===== config.mk =====
export PLATFORM = sky130hd
export DESIGN_NAME = stcr_regs
export DESIGN_NICKNAME = d
export VERILOG_FILES = /design/src/core/stcr_pkg.sv /design/src/core/stcr_regs.sv /design/src/core/stcr_good_delay.sv
export VERILOG_INCLUDE_DIRS = /design/src /design/src/core
export SDC_FILE = /design/constraint.sdc
export NUM_CORES = 1
export LEC_CHECK = 0
export BUFFER_PORTS_ARGS = -buffer_cell sky130_fd_sc_hd__clkbuf_2
export CAP_MARGIN = 5
export CORE_ASPECT_RATIO = 0.6
export CORE_UTILIZATION = 33
export CTS_CLUSTER_DIAMETER = 50
export DETAILED_ROUTE_END_ITERATION = 10
export PLACE_DENSITY_LB_ADDON = 0.08
export REMOVE_ABC_BUFFERS = 1
export SLEW_MARGIN = 20
export SYNTH_ARGS = -nofsm -noshare
export SYNTH_HDL_FRONTEND = slang
export SYNTH_SLANG_ARGS = --single-unit

===== constraint.sdc =====
create_clock -name i_clk -period 3.25 [get_ports i_clk]
set_clock_uncertainty 0.05 [all_clocks]
set_input_delay 0.65 -clock i_clk [delete_from_list [all_inputs] [get_ports i_clk]]
set_output_delay 0.65 -clock i_clk [all_outputs]
set_load 0.005 [all_outputs]

===== src/core/stcr_map.svh =====
// register map, field positions, reset values and timing of the supervisor threshold config bank
// Operation
// RULE_01 - overheat select bits 5:4 pick warning level 105, 115 or 125 degrees C
// RULE_02 - overheat select 00 disables the temperature warning and is the reset value
// RULE_03 - low-input select bits 3:0 decode 4.2 V plus 0.5 V per step, up to 11.2 V
// RULE_04 - low-input select 1111 disables the low input voltage warning
// RULE_05 - enabled threshold crossed sets the overheat or low-input flag
// RULE_06 - hiccup register bit 7 sets sync pin direction, 1 drives clock out
// RULE_07 - bits 3:0 disable per-channel retry protection and also short-circuit protection
// RULE_08 - sync direction and retry-disable reset values come from factory fuses
// RULE_09 - mask bits 3:0 include a channel's power-good in the output when 1
// RULE_10 - power-good output is the AND of all included channel power-good signals
// RULE_11 - power-good output rises only after the AND held true for 1 ms
// RULE_12 - the four include bits reset together from one factory fuse choice
// RULE_13 - active-low fault alert pulled low while any unmasked flag is set
// RULE_14 - reserved bits are read-write, reset to zero, and steer nothing
`ifndef STCR_MAP_SVH
`define STCR_MAP_SVH

`define STCR_ADDR_WARN 8'h09
`define STCR_ADDR_HICCUP 8'h0a
`define STCR_ADDR_MASK 8'h0b

`define STCR_OT_MSB 5
`define STCR_OT_LSB 4
`define STCR_LV_MSB 3
`define STCR_LV_LSB 0
`define STCR_SYNC_BIT 7
`define STCR_CH_MSB 3

`define STCR_WARN_RESET 8'h00
`define STCR_LV_OFF_CODE 4'hf
`define STCR_OT_OFF_CODE 2'h0

// temperatures in degrees C, voltages in tenths of a volt
`define STCR_OT_LEVEL1 8'h69
`define STCR_OT_LEVEL2 8'h73
`define STCR_OT_LEVEL3 8'h7d
`define STCR_LV_BASE 8'h2a
`define STCR_LV_STEP 8'h05

`define STCR_CLK_PERIOD_NS 4
`define STCR_GOOD_DELAY_NS 1000000
`define STCR_GOOD_DELAY_CYC (`STCR_GOOD_DELAY_NS / `STCR_CLK_PERIOD_NS)

`endif


===== src/core/stcr_pkg.sv =====
// types shared by the supervisor threshold config bank
package stcr_pkg;
    typedef logic [7:0] stcr_byte_t;
    typedef logic [3:0] stcr_chan_t;
    typedef logic [19:0] stcr_count_t;
endpackage


===== src/core/stcr_regs.sv =====
// supervisor threshold, retry/sync and power-good mask configuration registers
`timescale 1ns/1ns
`include "stcr_map.svh"
module stcr_regs
    import stcr_pkg::*;
#(
    parameter stcr_count_t P_GOOD_DELAY_CYC = 20'(`STCR_GOOD_DELAY_CYC)
) (
    input wire logic i_clk,
    input wire logic i_srst,
    input wire logic i_wr_en,
    input wire logic i_rd_en,
    input wire logic [7:0] i_addr,
    input wire logic [7:0] i_wr_data,
    input wire logic i_fuse_sync_out,
    input wire logic i_fuse_retry_off,
    input wire logic i_fuse_good_include,
    input wire logic [7:0] i_junction_temp,
    input wire logic [7:0] i_vin_level,
    input wire logic [3:0] i_ch_good,
    input wire logic [1:0] i_flag_clr,
    input wire logic [1:0] i_flag_mask,
    output logic [7:0] o_rd_data,
    output logic o_rd_valid,
    output logic o_sync_is_output,
    output logic [3:0] o_retry_protect_disable,
    output logic [3:0] o_short_protect_disable,
    output logic o_supply_good_out,
    output logic o_overheat_flag,
    output logic o_low_input_flag,
    output logic o_fault_alert_n
);
    stcr_byte_t warning_threshold_config_reg;
    stcr_byte_t hiccup_and_sync_config_reg;
    stcr_byte_t power_good_channel_mask_reg;
    stcr_byte_t rd_data_next;

    function automatic stcr_byte_t temp_limit(input logic [1:0] sel);
        temp_limit = (sel == 2'd1) ? `STCR_OT_LEVEL1 : (sel == 2'd2) ? `STCR_OT_LEVEL2 : `STCR_OT_LEVEL3;
    endfunction

    function automatic stcr_byte_t vin_limit(input logic [3:0] sel);
        vin_limit = `STCR_LV_BASE + 8'(sel) * `STCR_LV_STEP;
    endfunction

    wire logic [1:0] overheat_threshold_sel = warning_threshold_config_reg[`STCR_OT_MSB:`STCR_OT_LSB];
    wire logic [3:0] low_input_threshold_sel = warning_threshold_config_reg[`STCR_LV_MSB:`STCR_LV_LSB];
    wire stcr_chan_t good_include = power_good_channel_mask_reg[`STCR_CH_MSB:0];

    wire logic ot_enabled = (overheat_threshold_sel != `STCR_OT_OFF_CODE); // RULE_02
    wire logic lv_enabled = (low_input_threshold_sel != `STCR_LV_OFF_CODE); // RULE_04
    wire logic ot_cross = ot_enabled && (i_junction_temp > temp_limit(overheat_threshold_sel)); // RULE_01
    wire logic lv_cross = lv_enabled && (i_vin_level < vin_limit(low_input_threshold_sel)); // RULE_03

    // set wins over a clear in the same cycle
    wire logic overheat_next = ot_cross || (o_overheat_flag && !i_flag_clr[0]); // RULE_05
    wire logic low_input_flag_next = lv_cross || (o_low_input_flag && !i_flag_clr[1]); // RULE_05
    wire logic alert_n_next = !((overheat_next && !i_flag_mask[0]) || (low_input_flag_next && !i_flag_mask[1])); // RULE_13

    // excluded channels count as good, so an all-masked bank reads good
    wire logic good_and = &(i_ch_good | ~good_include); // RULE_09 RULE_10

    wire logic wr_warn = i_wr_en && (i_addr == `STCR_ADDR_WARN);
    wire logic wr_hiccup = i_wr_en && (i_addr == `STCR_ADDR_HICCUP);
    wire logic wr_mask = i_wr_en && (i_addr == `STCR_ADDR_MASK);

    // reserved bits stored as written but routed nowhere
    always_comb begin
        if (i_addr == `STCR_ADDR_WARN) begin
            rd_data_next = warning_threshold_config_reg; // RULE_14
        end else if (i_addr == `STCR_ADDR_HICCUP) begin
            rd_data_next = hiccup_and_sync_config_reg;
        end else if (i_addr == `STCR_ADDR_MASK) begin
            rd_data_next = power_good_channel_mask_reg;
        end else begin
            rd_data_next = 8'h00;
        end
    end

    // fuses are sampled on every synchronous reset cycle
    always_ff @(posedge i_clk) begin
        if (i_srst) begin
            warning_threshold_config_reg <= `STCR_WARN_RESET; // RULE_02
            hiccup_and_sync_config_reg <= {i_fuse_sync_out, 3'h0, {4{i_fuse_retry_off}}}; // RULE_08
            power_good_channel_mask_reg <= {4'h0, {4{i_fuse_good_include}}}; // RULE_12
        end else begin
            if (wr_warn) begin
                warning_threshold_config_reg <= i_wr_data;
            end
            if (wr_hiccup) begin
                hiccup_and_sync_config_reg <= i_wr_data;
            end
            if (wr_mask) begin
                power_good_channel_mask_reg <= i_wr_data;
            end
        end
    end

    always_ff @(posedge i_clk) begin
        if (i_srst) begin
            o_rd_data <= 8'h00;
            o_rd_valid <= 1'b0;
            o_sync_is_output <= 1'b0;
            o_retry_protect_disable <= 4'h0;
            o_short_protect_disable <= 4'h0;
            o_overheat_flag <= 1'b0;
            o_low_input_flag <= 1'b0;
            o_fault_alert_n <= 1'b1;
        end else begin
            o_rd_data <= i_rd_en ? rd_data_next : o_rd_data;
            o_rd_valid <= i_rd_en;
            o_sync_is_output <= hiccup_and_sync_config_reg[`STCR_SYNC_BIT]; // RULE_06
            o_retry_protect_disable <= hiccup_and_sync_config_reg[`STCR_CH_MSB:0]; // RULE_07
            o_short_protect_disable <= hiccup_and_sync_config_reg[`STCR_CH_MSB:0]; // RULE_07
            o_overheat_flag <= overheat_next;
            o_low_input_flag <= low_input_flag_next;
            o_fault_alert_n <= alert_n_next;
        end
    end

    stcr_good_delay #(
        .P_DELAY_CYC(P_GOOD_DELAY_CYC)
    ) u_good_delay (
        .i_clk(i_clk),
        .i_srst(i_srst),
        .i_cond(good_and),
        .o_good(o_supply_good_out)
    );

    AST_OT_SETS: assert property (@(posedge i_clk) disable iff (i_srst) ot_cross |=> o_overheat_flag) // RULE_01
        else $error("overheat crossing did not set the flag");
    AST_OT_OFF: assert property (@(posedge i_clk) disable iff (i_srst)
        (overheat_threshold_sel == 2'h0) && !o_overheat_flag |=> !o_overheat_flag) // RULE_02
        else $error("overheat flag set while warning disabled");
    AST_LV_SETS: assert property (@(posedge i_clk) disable iff (i_srst)
        lv_enabled && (i_vin_level < 8'h2a + 8'(low_input_threshold_sel) * 8'h05) |=> o_low_input_flag) // RULE_03
        else $error("low input crossing did not set the flag");
    AST_LV_OFF: assert property (@(posedge i_clk) disable iff (i_srst)
        (low_input_threshold_sel == 4'hf) && !o_low_input_flag |=> !o_low_input_flag) // RULE_04
        else $error("low input flag set while warning disabled");
    AST_FLAG_HOLDS: assert property (@(posedge i_clk) disable iff (i_srst)
        o_overheat_flag && !i_flag_clr[0] |=> o_overheat_flag) // RULE_05
        else $error("overheat flag lost without a clear");
    AST_SYNC_DIR: assert property (@(posedge i_clk) disable iff (i_srst)
        wr_hiccup ##1 !i_srst |=> o_sync_is_output == $past(i_wr_data[7], 2)) // RULE_06
        else $error("sync direction does not follow written bit");
    AST_SHORT_FOLLOWS: assert property (@(posedge i_clk) disable iff (i_srst)
        ##1 o_short_protect_disable == o_retry_protect_disable) // RULE_07
        else $error("short protect disable differs from retry disable");
    AST_FUSE_RETRY: assert property (@(posedge i_clk)
        i_srst |=> hiccup_and_sync_config_reg == {$past(i_fuse_sync_out), 3'h0, {4{$past(i_fuse_retry_off)}}}) // RULE_08
        else $error("retry and sync reset value ignores fuses");
    AST_FUSE_MASK: assert property (@(posedge i_clk)
        i_srst |=> power_good_channel_mask_reg == {4'h0, {4{$past(i_fuse_good_include)}}}) // RULE_12
        else $error("mask reset value ignores fuse");
    AST_ALERT: assert property (@(posedge i_clk) disable iff (i_srst)
        o_overheat_flag && !i_flag_mask[0] && !i_flag_clr[0] |=> !o_fault_alert_n) // RULE_13
        else $error("alert not asserted for unmasked flag");
    AST_MASKED_BAD: assert property (@(posedge i_clk) disable iff (i_srst)
        |(~i_ch_good & good_include) |=> !o_supply_good_out) // RULE_09
        else $error("included bad channel did not pull power-good low");
    AST_RSVD_READ: assert property (@(posedge i_clk) disable iff (i_srst)
        wr_mask ##1 (i_rd_en && i_addr == 8'h0b && !i_wr_en) |=> o_rd_data == $past(i_wr_data, 2)) // RULE_14
        else $error("read-back differs from written byte");

    AST_RD_VALID: assert property (@(posedge i_clk) disable iff (i_srst) // RULE_14
        i_rd_en |=> o_rd_valid)
        else $error("read strobe gave no valid pulse");

    AST_RD_IDLE: assert property (@(posedge i_clk) disable iff (i_srst) // RULE_14
        !i_rd_en |=> !o_rd_valid)
        else $error("valid pulse without a read strobe");

    AST_RD_HOLDS: assert property (@(posedge i_clk) disable iff (i_srst) // RULE_14
        !i_rd_en |=> $stable(o_rd_data))
        else $error("read data changed without a read");

    AST_UNMAPPED_READ: assert property (@(posedge i_clk) disable iff (i_srst) // RULE_14
        i_rd_en && (i_addr < 8'h09 || i_addr > 8'h0b) |=> o_rd_data == 8'h00)
        else $error("unmapped read returned nonzero data");

    AST_WARN_WRITE: assert property (@(posedge i_clk) disable iff (i_srst) // RULE_14
        wr_warn |=> warning_threshold_config_reg == $past(i_wr_data))
        else $error("threshold register did not take the written byte");

    AST_HICCUP_WRITE: assert property (@(posedge i_clk) disable iff (i_srst) // RULE_14
        wr_hiccup |=> hiccup_and_sync_config_reg == $past(i_wr_data))
        else $error("retry register did not take the written byte");

    AST_MASK_WRITE: assert property (@(posedge i_clk) disable iff (i_srst) // RULE_14
        wr_mask |=> power_good_channel_mask_reg == $past(i_wr_data))
        else $error("mask register did not take the written byte");

    AST_UNMAPPED_WRITE: assert property (@(posedge i_clk) disable iff (i_srst) // RULE_14
        i_wr_en && (i_addr < 8'h09 || i_addr > 8'h0b) |=> $stable(warning_threshold_config_reg))
        else $error("unmapped write changed the threshold register");

    AST_LV_HOLDS: assert property (@(posedge i_clk) disable iff (i_srst) // RULE_05
        o_low_input_flag && !i_flag_clr[1] |=> o_low_input_flag)
        else $error("low input flag lost without a clear");

    AST_SET_WINS: assert property (@(posedge i_clk) disable iff (i_srst) // RULE_05
        ot_cross && i_flag_clr[0] |=> o_overheat_flag)
        else $error("clear beat a same-cycle overheat crossing");

    AST_FLAG_CLEARS: assert property (@(posedge i_clk) disable iff (i_srst) // RULE_05
        o_overheat_flag && i_flag_clr[0] && !ot_cross |=> !o_overheat_flag)
        else $error("overheat flag survived a clear");

    AST_ALERT_IDLE: assert property (@(posedge i_clk) disable iff (i_srst) // RULE_13
        !overheat_next && !low_input_flag_next |=> o_fault_alert_n)
        else $error("alert low with no flag set");

    AST_RETRY_FOLLOWS: assert property (@(posedge i_clk) disable iff (i_srst) // RULE_07
        1'b1 |=> o_retry_protect_disable == $past(hiccup_and_sync_config_reg[`STCR_CH_MSB:0]))
        else $error("retry disable output does not follow the register");

    AST_LV_ALERT: assert property (@(posedge i_clk) disable iff (i_srst) // RULE_13
        o_low_input_flag && !i_flag_mask[1] && !i_flag_clr[1] |=> !o_fault_alert_n)
        else $error("alert not asserted for unmasked low input flag");
endmodule


===== src/core/stcr_good_delay.sv =====
// power-good validation delay: output rises after the input held true for the delay
`timescale 1ns/1ns
module stcr_good_delay
    import stcr_pkg::*;
#(
    parameter stcr_count_t P_DELAY_CYC = 20'd250000
) (
    input wire logic i_clk,
    input wire logic i_srst,
    input wire logic i_cond,
    output logic o_good
);
    stcr_count_t count_reg;
    stcr_count_t count_next;
    logic good_next;
    wire logic done = (count_reg == P_DELAY_CYC - 20'd1);

    // any drop restarts the full wait, no partial credit
    assign count_next = !i_cond ? 20'd0 : (done ? count_reg : count_reg + 20'd1); // RULE_11
    assign good_next = i_cond && (o_good || done); // RULE_10

    always_ff @(posedge i_clk) begin
        if (i_srst) begin
            count_reg <= 20'd0;
            o_good <= 1'b0;
        end else begin
            count_reg <= count_next;
            o_good <= good_next;
        end
    end

    AST_GOOD_DROPS: assert property (@(posedge i_clk) disable iff (i_srst) !i_cond |=> !o_good) // RULE_10
        else $error("power-good output stayed high after condition fell");
    AST_GOOD_WAITS: assert property (@(posedge i_clk) disable iff (i_srst) $rose(i_cond) |=> !o_good [*8]) // RULE_11
        else $error("power-good output rose before the validation delay");
endmodule


After elaboration in Yosys (flattened, before gate mapping) --
Cells that the tools add are included.
Storage, ports and cells: logic and storage cells 62, flip-flop bits (word level) 62
Operators by class: add/sub/neg operators 2, $lt $le $gt $ge 2, multiplexer cells 9, reductions and logical operators 24, eq/ne operators 7, bitwise logic cells 3, multipliers 1
Operators with widths (number):
- $mux 8 | 5
- $eq 8x4->1 const B | 3
- $add 20x1->20 const B | 1
- $eq 20x18->1 const B | 1
- $mux 4 | 3
- $logic_and 1x1->1 | 10
- $add 6x7->8 const A | 1
- $gt 8x7->1 | 1
- $lt 8x8->1 | 1
- $mul 4x3->7 const B | 1
- $reduce_bool 2->1 | 3
- $logic_not 1->1 | 5
- $mux 5 | 1
- $logic_or 1x1->1 | 4
- $ne 4x4->1 const B | 1
- $not 4->4 | 1
- $or 4x4->4 | 1
- $reduce_and 4->1 | 1
- $eq 2x1->1 const B | 1
- $eq 2x2->1 const B | 1
- $reduce_or 2->1 | 1
- $not 1->1 | 1

Depth between registers and ports, before layout --
Gate-level depths: netlist of run 1.
depth after elaboration 9, mapped depth 13, gate-level depth less buffers 13

Modules after synthesis --
Synthesis of run 1 repeated with hierarchy kept, for this count alone.
Unflattened totals: cells, all modules 344, area, all modules 3284.4 sq um
By module, submodules not included:
- stcr_regs | area each 2254.7 sq um, sequential area each 910.9 sq um, cells an instance 225, instances 1
- stcr_good_delay | area each 1029.7 sq um, sequential area each 420.4 sq um, cells an instance 119, instances 1

Least setup slack after synthesis of run 1 --
Ideal clock, no wire load.
path kind register to register, start point register warning_threshold_config_reg[2], end point register o_low_input_flag, buffers on the path 0, arrival 2464 ps, library setup time 115 ps, required time 3085 ps, setup slack 621 ps, cell stages (with the launch flop) 14, period minus slack after synthesis 2629 ps, path through dfxtp_1 > ha_1 > inv_1 > fa_1 > inv_1 > ha_1 > a21o_1 > a21oi_1 > xnor2_1 > ha_1 > nand4_1 > nor3b_1 > a22oi_1 > and2_1
On the way: cells in the longest elaborated chain, start to end 5
RTL lines:
- start: declaration | RTL line stcr_regs.sv:33 | stcr_byte_t warning_threshold_config_reg;
- start signal: assignment | RTL line stcr_regs.sv:83 | warning_threshold_config_reg <= `STCR_WARN_RESET;
- start signal: assignment | RTL line stcr_regs.sv:88 | warning_threshold_config_reg <= i_wr_data;
- $mul 4x3->7 (no source line)
- $add 6x7->8 (no source line)
- $lt 8x8->1 | RTL line stcr_regs.sv:53 | wire logic lv_cross = lv_enabled && (i_vin_level < vin_limit(low_input_threshold_sel));
- $logic_and 1x1->1 (*) | RTL line stcr_regs.sv:53
- $logic_or 1x1->1 (*) | RTL line stcr_regs.sv:57 | wire logic low_input_flag_next = lv_cross || (o_low_input_flag && !i_flag_clr[1]);
- end signal: assignment | RTL line stcr_regs.sv:116 | o_low_input_flag <= low_input_flag_next;
- end: declaration | RTL line stcr_regs.sv:30 | output logic o_low_input_flag,
Every way passes the cells marked *; elsewhere a longest branch is shown, timed or not. A chain may end at the register's enable or synchronous reset.

Final worst setup path of run 1 --
start point register warning_threshold_config_reg[2], end point register o_fault_alert_n
On the way: cells in the longest elaborated chain, start to end 8
RTL lines:
- $mul 4x3->7 (no source line)
- $add 6x7->8 (no source line)
- $lt 8x8->1 | RTL line stcr_regs.sv:53
- $logic_and 1x1->1 (*) | RTL line stcr_regs.sv:53
- $logic_or 1x1->1 (*) | RTL line stcr_regs.sv:57
- $logic_and 1x1->1 (*) | RTL line stcr_regs.sv:58 | wire logic alert_n_next = !((overheat_next && !i_flag_mask[0]) || (low_input_flag_next && !i_flag_mask[1]));
- $logic_or 1x1->1 (*) | RTL line stcr_regs.sv:58
- $logic_not 1->1 (*) | RTL line stcr_regs.sv:58
- end signal: assignment | RTL line stcr_regs.sv:117 | o_fault_alert_n <= alert_n_next;
- end: declaration | RTL line stcr_regs.sv:31 | output logic o_fault_alert_n
Marked as above.

==> flow_summary.json, run 1 <==
{
  "status": "finished, final reports clean",
  "relSlewSlack": 0.613,
  "r2r-end": "o_fault_alert_n",
  "ys.warnings.count": 0,
  "ys_ff_latch": 62,
  "synth_largest_area_cell": "dfxtp_1",
  "fmax_mhz": 340,
  "root_buffer": "clkbuf_16",
  "power_density_nw_per_um2": 472,
  "met2WireLength_um": 3030,
  "cts_tree": "done",
  "leakagePower_nw": 1.78,
  "grt_overflow_total": 0,
  "combPwrFrac": 0.071,
  "holdBufCountCts": 0,
  "totalWireLength_um": 8180,
  "async_flop_share": 0,
  "clockBufferDepth": 2,
  "netlist_instances": 352,
  "r2r-start": "warning_threshold_config_reg[2]",
  "die_x_um": 131,
  "dr.first_iter.drc_count": 148,
  "fin_tns_setup_ns": 0,
  "h-tree-depth": 3,
  "cts_buffers": 9,
  "rsz0062_at_grt": "false",
  "period_share": 0.905,
  "start_util": 0.350,
  "internal_power_mw": 1.49,
  "post_cts_buffers": 0,
  "synth_flop_cell": "dfxtp_1",
  "ir_worst_vdd_v": 0.000271,
  "crit_fanout": 5,
  "yosysTopAreaCellShare": 0.320,
  "ctsResizeCount": 0,
  "maxSlewViolCount": 0,
  "seqPwrFrac": 0.425,
  "vias_per_cell": 4.92,
  "die_y_um": 79.6,
  "yosysMostFrequentCell": "dfxtp_1",
  "worstRegToRegCells": 13,
  "final_hold_viol_count": 0,
  "cap_violations": 0,
  "area_delta_synth_final_pct": 21.7,
  "numPlacedInstances": 536,
  "fin_util": 0.426,
  "grt_pass1_vias": 2609,
  "cts_sinks": 62,
  "power.clock.fraction": 0.504,
  "critPathKind": "reg -> reg",
  "max_slew.worst_pin.slew_ns": 0.572,
  "fill_cells": 965,
  "drc": 0,
  "mappedNetlistArea_um2": 3310,
  "hold_path_depth": 2,
  "track_usage": 0.169,
  "seq_area_frac_synth": 0.402,
  "synthDistinctLibCells": 57,
  "grt_pass1_wl_um": 13400,
  "dp_hpwl_um": 6230,
  "fin_ws_ns": 0.308,
  "r2r_slack_ns": 0.31,
  "setup_viol": 0,
  "final_cells": 552,
  "fin_area_um2": 4030,
  "dieArea_um2": 10500,
  "io_pins": 69,
  "regArea_um2": 1330,
  "postPlaceCellArea_um2": 3730,
  "yosys-top-cells-area": "dfxtp_1, ha_1, edfxtp_1",
  "crit_required_ns": 3.40,
  "dr_wl_met3_um": 603,
  "postRouteAntennaNets": 0,
  "core_area_um2": 9460,
  "grt_max_degree": 28,
  "cp.arrival_ns": 3.09,
  "p_total_mw": 1.90,
  "start_kind": "flop",
  "synth_common_cells": "dfxtp_1, nand2_1, nor2_1, ha_1, a21oi_1",
  "hold_slack_ns": 0.410,
  "avgSynthCellArea_um2": 9.41,
  "num_antenna_cells": 0,
  "holdPathEnd": "hiccup_and_sync_config_reg[4]",
  "io_buffer_count": 68,
  "top_layer_used": "met4",
  "m1WireLength_um": 4470,
  "p_sw_mw": 0.414,
  "swShare": 0.217,
  "pre_cts_slack_ns": 0.281,
  "drive_above_1_share": 0.249,
  "wl_per_cell_um": 14.8,
  "antenna_found_initial": 0,
  "rows": 27,
  "gp_congestion": 0.804,
  "clk_latency_ns": 0.32,
  "largest_reg_flops": 20,
  "synth_edf_count": 9,
  "clk_pin_slew_ns": 0.05,
  "worstHoldStart": "hiccup_and_sync_config_reg[4]",
  "vias": 2715,
  "multi_input_area_um2": 1830,
  "period_needed_ns": 2.94,
  "layout.nets": 487,
  "dr.pass1.iters": 4,
  "min-delay-path-class": "reg -> reg",
  "critPathCaptureType": "flop"
}
final cells by class:
type                    count  share of cell area
inverters                  12              0.0112
flip-flops and latches     62               0.330
clock inverters             4              0.0112
well taps                 130              0.0403
clock buffers              12              0.0636
repair buffers             71              0.0900
multi-input cells         261               0.454
logic make-up (layout without fill, tap and decap cells):
| logic type | count (synthesis) | count (layout) | synth area share |
|---|---|---|---|
| flops | 62 | 62 | 0.402 |
| compound gates | 62 | 62 | 0.124 |
| fa+ha+maj | 23 | 23 | 0.0891 |
| buf+inv | 29 | 99 | 0.0461 |
| xor+xnor | 11 | 11 | 0.0291 |
| mux | 25 | 25 | 0.0785 |
| simple gates | 140 | 140 | 0.231 |
metal layers:
metal  GRT usage  vias up
met2       0.234       76
met1       0.248     1248
met5           0        -
met4      0.0349        0
li1            -     1383
met3      0.0578        8
worst max path at each step:
| stage | from | to | slack [ns] | depth (start not counted) |
|---|---|---|---|---|
| 2_1_floorplan | warning_threshold_config_reg[2] | o_low_input_flag | 0.62 | 13 |
| 3_3_place_gp | warning_threshold_config_reg[0] | o_fault_alert_n | 0.45 | 13 |
| 6_report | warning_threshold_config_reg[2] | o_fault_alert_n | 0.31 | 13 |
| 3_5_place_dp | warning_threshold_config_reg[2] | o_fault_alert_n | 0.28 | 13 |
| 5_1_grt | warning_threshold_config_reg[2] | o_low_input_flag | 0.06 | 13 |
| 4_1_cts | warning_threshold_config_reg[2] | o_fault_alert_n | 0.28 | 13 |
cells in the final DEF, fill, tap and decap left out, types with 4 or more instances in the layout:
master	count
a21oi_1	21
mux2i_1	17
o21ai_0	15
inv_1	11
nand4_1	7
nand3_1	8
nor2_1	32
nand2_1	34
dfxtp_1	53
and2_1	4
xnor2_1	6
edfxtp_1	9
a22o_1	8
nor2b_1	19
ha_1	22
mux2_2	8
xor2_1	5
clkbuf_16	9
clkbuf_2	68
power groups by stage:
stage	combinational [mW]	sequential [mW]	clock [mW]
after detailed placement	0.136	0.825	0
final	0.135	0.809	0.960
after CTS	0.137	0.809	0.980
after global routing	0.152	0.811	1.01
after floorplan	0.0604	0.822	0
after global placement	0.136	0.824	0
worst max-delay path: stages (launching register included):
cell     delay (ns)
dfxtp_1        0.43
ha_1           0.18
inv_1          0.05
fa_1           0.48
inv_1          0.06
ha_1           0.22
a21o_1         0.18
a21oi_1        0.17
xnor2_1        0.14
ha_1           0.26
o21ai_0        0.18
o21ai_0        0.09
a22oi_1        0.21
a22oi_1        0.12
Note: power is estimated with default switching activity, not from simulation.
==> run 2, diff against run 1 <==
- CORE_UTILIZATION: 33 -> 45
==> run 2 against run 1 <==
Compared with the run above: wire length fell by 5.3%; non-clock buffer count stayed put; combinational power about the same; core utilization is 15 points higher; power down 1.7%; register-to-register slack about the same; critical path type unchanged; via count is essentially flat.
==> flow_summary.json, run 2 (synthesis gave the netlist of run 1 again) <==
{
  "period_share": 0.904,
  "p_total_mw": 1.87,
  "antenna_found_initial": 0,
  "min-delay-path-class": "reg -> reg",
  "grt_pass1_wl_um": 12500,
  "relSlewSlack": 0.540,
  "root_buffer": "clkbuf_16",
  "dr.pass1.iters": 4,
  "crit_fanout": 5,
  "ctsResizeCount": 0,
  "track_usage": 0.218,
  "power_density_nw_per_um2": 471,
  "period_needed_ns": 2.94,
  "setup_viol": 0,
  "critPathKind": "reg -> reg",
  "totalWireLength_um": 7740,
  "clk_latency_ns": 0.33,
  "grt_overflow_total": 0,
  "fin_util": 0.578,
  "fin_area_um2": 3970,
  "vias_per_cell": 5.33,
  "power.clock.fraction": 0.497,
  "die_y_um": 68.5,
  "grt_max_degree": 28,
  "fmax_mhz": 340,
  "maxSlewViolCount": 0,
  "die_x_um": 113,
  "io_pins": 69,
  "postRouteAntennaNets": 0,
  "clockBufferDepth": 2,
  "h-tree-depth": 3,
  "layout.nets": 487,
  "largest_reg_flops": 20,
  "status": "finished, final reports clean",
  "internal_power_mw": 1.46,
  "core_area_um2": 6880,
  "clk_pin_slew_ns": 0.05,
  "dieArea_um2": 7720,
  "start_kind": "flop",
  "rsz0062_at_grt": "false",
  "cts_buffers": 9,
  "dp_hpwl_um": 5770,
  "gp_congestion": 0.753,
  "wl_per_cell_um": 15.2,
  "leakagePower_nw": 1.78,
  "start_util": 0.482,
  "num_antenna_cells": 0,
  "post_cts_buffers": 0,
  "max_slew.worst_pin.slew_ns": 0.680,
  "cts_sinks": 62,
  "postPlaceCellArea_um2": 3680,
  "final_common_cell": "clkbuf_2",
  "p_sw_mw": 0.412,
  "grt_pass1_vias": 2498,
  "crit_required_ns": 3.40,
  "seqPwrFrac": 0.432,
  "fin_tns_setup_ns": 0,
  "cap_violations": 0,
  "final_cell_mix": "clkbuf_2, dfxtp_1, nand2_1",
  "area_delta_synth_final_pct": 19.9,
  "rows": 23,
  "vias": 2714,
  "holdBufCountCts": 0,
  "drive_above_1_share": 0.249,
  "cp.arrival_ns": 3.09,
  "swShare": 0.220,
  "io_buffer_count": 68,
  "drc": 0,
  "combPwrFrac": 0.071,
  "cts_tree": "done",
  "ir_worst_vdd_v": 0.000312,
  "dr.first_iter.drc_count": 195,
  "final_hold_viol_count": 0,
  "critPathCaptureType": "flop"
}
## run 2: changes by cell type in the layout (fill, tap and decap cells not counted), sizes merged
cell / change
clkbuf: +1
bufinv: -1
## run 2: power groups by stage
stage | Combinational (mW) | Clock, mW | Sequential, mW
after floorplan | 0.0604 | 0 | 0.822
after global placement | 0.131 | 0 | 0.824
after detailed placement | 0.133 | 0 | 0.824
after CTS | 0.134 | 0.948 | 0.808
after global routing | 0.147 | 0.977 | 0.810
final | 0.132 | 0.930 | 0.808
## run 2: final cells by class
class,instances,area (um^2)
clock buffers,13,282
inverters,12,45.0
fillers,626,2900
clock inverters,3,15.0
flip-flops and latches,62,1330
repair buffers,71,363
multi-input cells,261,1830
well taps,87,109
## run 2: critical path, stage by stage (launching register included)
cell	delay (ns)
dfxtp_1	0.42
ha_1	0.19
inv_1	0.05
fa_1	0.47
inv_1	0.05
ha_1	0.22
a21o_1	0.18
a21oi_1	0.16
xnor2_1	0.14
ha_1	0.27
o21ai_0	0.17
o21ai_0	0.10
a22oi_1	0.21
a22oi_1	0.12
## run 2: metrics by stage
stage	instances	hold WS, ns	worst slack, ns
after floorplan	335	0.382	0.618
after global placement	493	0.391	0.439
after detailed placement	493	0.407	0.320
after CTS	509	0.415	0.307
after global routing	509	0.434	0.102
final	509	0.411	0.312
## run 2: worst paths after layout
check | start | endpoint | slack (ns) | cells after the start
worst max-delay path | warning_threshold_config_reg[2] | o_fault_alert_n | 0.31 | 13
worst max register to register | warning_threshold_config_reg[2] | o_fault_alert_n | 0.31 | 13
worst min register to register | hiccup_and_sync_config_reg[5] | hiccup_and_sync_config_reg[5] | 0.41 | 2
worst min-delay path | hiccup_and_sync_config_reg[5] | hiccup_and_sync_config_reg[5] | 0.41 | 2
## run 2: routing by layer
| layer | global-route usage | vias up | routed length (um) |
|---|---|---|---|
| li1 | - | 1385 | - |
| met1 | 0.315 | 1238 | 4070 |
| met2 | 0.306 | 85 | 3080 |
| met3 | 0.0673 | 6 | 533 |
| met4 | 0.0683 | 0 | 68 |
| met5 | 0 | - | 0 |
==> run 3, diff against run 2 <==
- SKIP_LAST_GASP: unset -> 1
- clock period: 3.25 -> 2.4 ns (I/O delays scaled with it)
==> run 3 against run 2 <==
Compared with the run above: the flow now finishes with violations (negative setup slack); critical endpoint is now o_low_input_flag; sequential share of layout area is 1.5 points lower; via count is 5.5% higher; die area stayed put; maximum frequency is 9.5% higher; first-iteration DRC count is 1.0% lower; critical path type unchanged; clock power is 52% higher; register-to-register slack worse by 0.59 ns; critical path depth stayed put; cell area is 4.9% higher; non-clock buffer count is 13 higher; count of clock-buffer cells in the layout is 1 lower; hold slack worse by 0.047 ns.
==> flow_summary.json, run 3 (synthesis gave the netlist of run 1 again) <==
{
  "dieArea_um2": 7720,
  "start_kind": "flop",
  "power_density_nw_per_um2": 646,
  "root_buffer": "clkbuf_16",
  "clk_pin_slew_ns": 0.05,
  "clockBufferDepth": 2,
  "dr.pass1.iters": 4,
  "layout.nets": 500,
  "numPlacedInstances": 506,
  "leakagePower_nw": 1.87,
  "postPlaceCellArea_um2": 3770,
  "cts_sinks": 62,
  "hold_slack_ns": 0.364,
  "use_met2": 0.340,
  "post_cts_buffers": 0,
  "wl_per_cell_um": 15.4,
  "period_share": 1.12,
  "final_common_cell": "clkbuf_2",
  "vias_per_cell": 5.48,
  "final_cells": 522,
  "rows": 23,
  "relSlewSlack": 0.522,
  "rsz0062_at_grt": "true",
  "use_met3": 0.0744,
  "grt_pass1_vias": 2633,
  "maxSlewViolCount": 0,
  "fin_ws_ns": -0.282,
  "core_area_um2": 6880,
  "area_delta_synth_final_pct": 25.8,
  "totalWireLength_um": 8060,
  "h-tree-depth": 3,
  "grt_max_degree": 28,
  "final_hold_viol_count": 0,
  "period_needed_ns": 2.68,
  "num_antenna_cells": 0,
  "violations": "negative setup slack",
  "grt_overflow_total": 0,
  "dr.first_iter.drc_count": 193,
  "crit_fanout": 2,
  "final_cell_mix": "clkbuf_2, dfxtp_1, nand2_1",
  "start_util": 0.482,
  "vias": 2863,
  "track_usage": 0.229,
  "max_slew.worst_pin.slew_ns": 0.707,
  "clk_latency_ns": 0.32,
  "status": "complete, but fails checks",
  "fin_area_um2": 4170,
  "grt_pass1_wl_um": 13200,
  "critPathCaptureType": "flop",
  "die_x_um": 113,
  "critPathKind": "reg -> reg",
  "io_buffer_count": 68,
  "drive_above_1_share": 0.299,
  "fill_cells": 609,
  "fmax_mhz": 373,
  "drc": 0,
  "min-delay-path-class": "in -> reg",
  "cts_tree": "done",
  "gp_congestion": 0.781,
  "met1_usage": 0.327,
  "crit_required_ns": 2.56,
  "die_y_um": 68.5,
  "cap_violations": 0,
  "dp_hpwl_um": 6070,
  "cp.arrival_ns": 2.84,
  "cts_buffers": 9,
  "io_pins": 69,
  "largest_reg_flops": 20,
  "gr-max-usage-layer": "met2",
  "antenna_found_initial": 0,
  "ir_worst_vdd_v": 0.000312,
  "setup_viol": 2,
  "r2r_slack_ns": -0.28,
  "postRouteAntennaNets": 0
}
==> run 3: cell count changes in the layout (fill, tap and decap cells not counted), moves of 2 or more <==
cell and delta:
inv_1 -2, ha_4 +3, buf_4 +13, bufinv_16 +2, dfxtp_1 -2, inv_2 +2, dfxtp_2 +2, ha_1 -3
o21ai_1 +2, o21ai_0 -2
==> run 3: critical path: stages (launching register included) <==
cell	delay [ns]
dfxtp_2	0.35
ha_4	0.14
inv_2	0.03
fa_1	0.48
inv_2	0.06
ha_4	0.16
a21o_1	0.16
a21oi_2	0.14
xnor2_1	0.08
ha_1	0.30
nand4_1	0.13
nor3b_2	0.22
a22oi_2	0.11
and2_1	0.16
==> run 3: where the power goes <==
part,internal (mW),switching (mW)
Combinational,0.0840,0.0987
Clock,0.962,0.452
Sequential,1.08,0.0139
==> run 3: final cells by class <==
type / count / area [um^2] / share of cell area
Clock buffer: 12 / 256 / 0.0615
Clock inverter: 4 / 70.1 / 0.0168
Inverter: 12 / 45.0 / 0.0108
Multi-Input combinational cell: 261 / 1890 / 0.454
Sequential cell: 62 / 1330 / 0.320
Tap cell: 87 / 109 / 0.0261
Timing Repair Buffer: 84 / 460 / 0.110
==> run 3: what timing repair did <==
item,4_1_cts,5_1_grt
endpoints found under the hold margin,0,0
hold buffers,0,0
pin swaps,8,7
gates resized for setup,13,3
setup endpoints to repair,2,2
==> run 3: through the flow <==
step,util,total power [mW],setup TNS [ns],worst slack (ns)
2_1_floorplan,-,1.20,-0.456,-0.232
3_3_place_gp,0.549,1.29,-0.605,-0.320
3_5_place_dp,0.549,1.30,-0.779,-0.403
4_1_cts,0.603,2.71,-0.556,-0.292
5_1_grt,0.606,2.79,-0.804,-0.405
6_report,0.606,2.69,-0.535,-0.282
==> run 3: metal layers <==
metal,up-vias,wire [um]
li1,1413,-
met1,1351,4250
met5,-,0
met4,0,17
met2,97,3280
met3,2,509
==> run 3: path summary, 6_finish.rpt <==
check,start,endpoint,cells past startpoint
worst max register to register,warning_threshold_config_reg[0],o_low_input_flag,13
worst min register to register,power_good_channel_mask_reg[5],power_good_channel_mask_reg[5],2
worst max-delay path,warning_threshold_config_reg[0],o_low_input_flag,13
worst min-delay path,i_wr_data[4],warning_threshold_config_reg[4],3
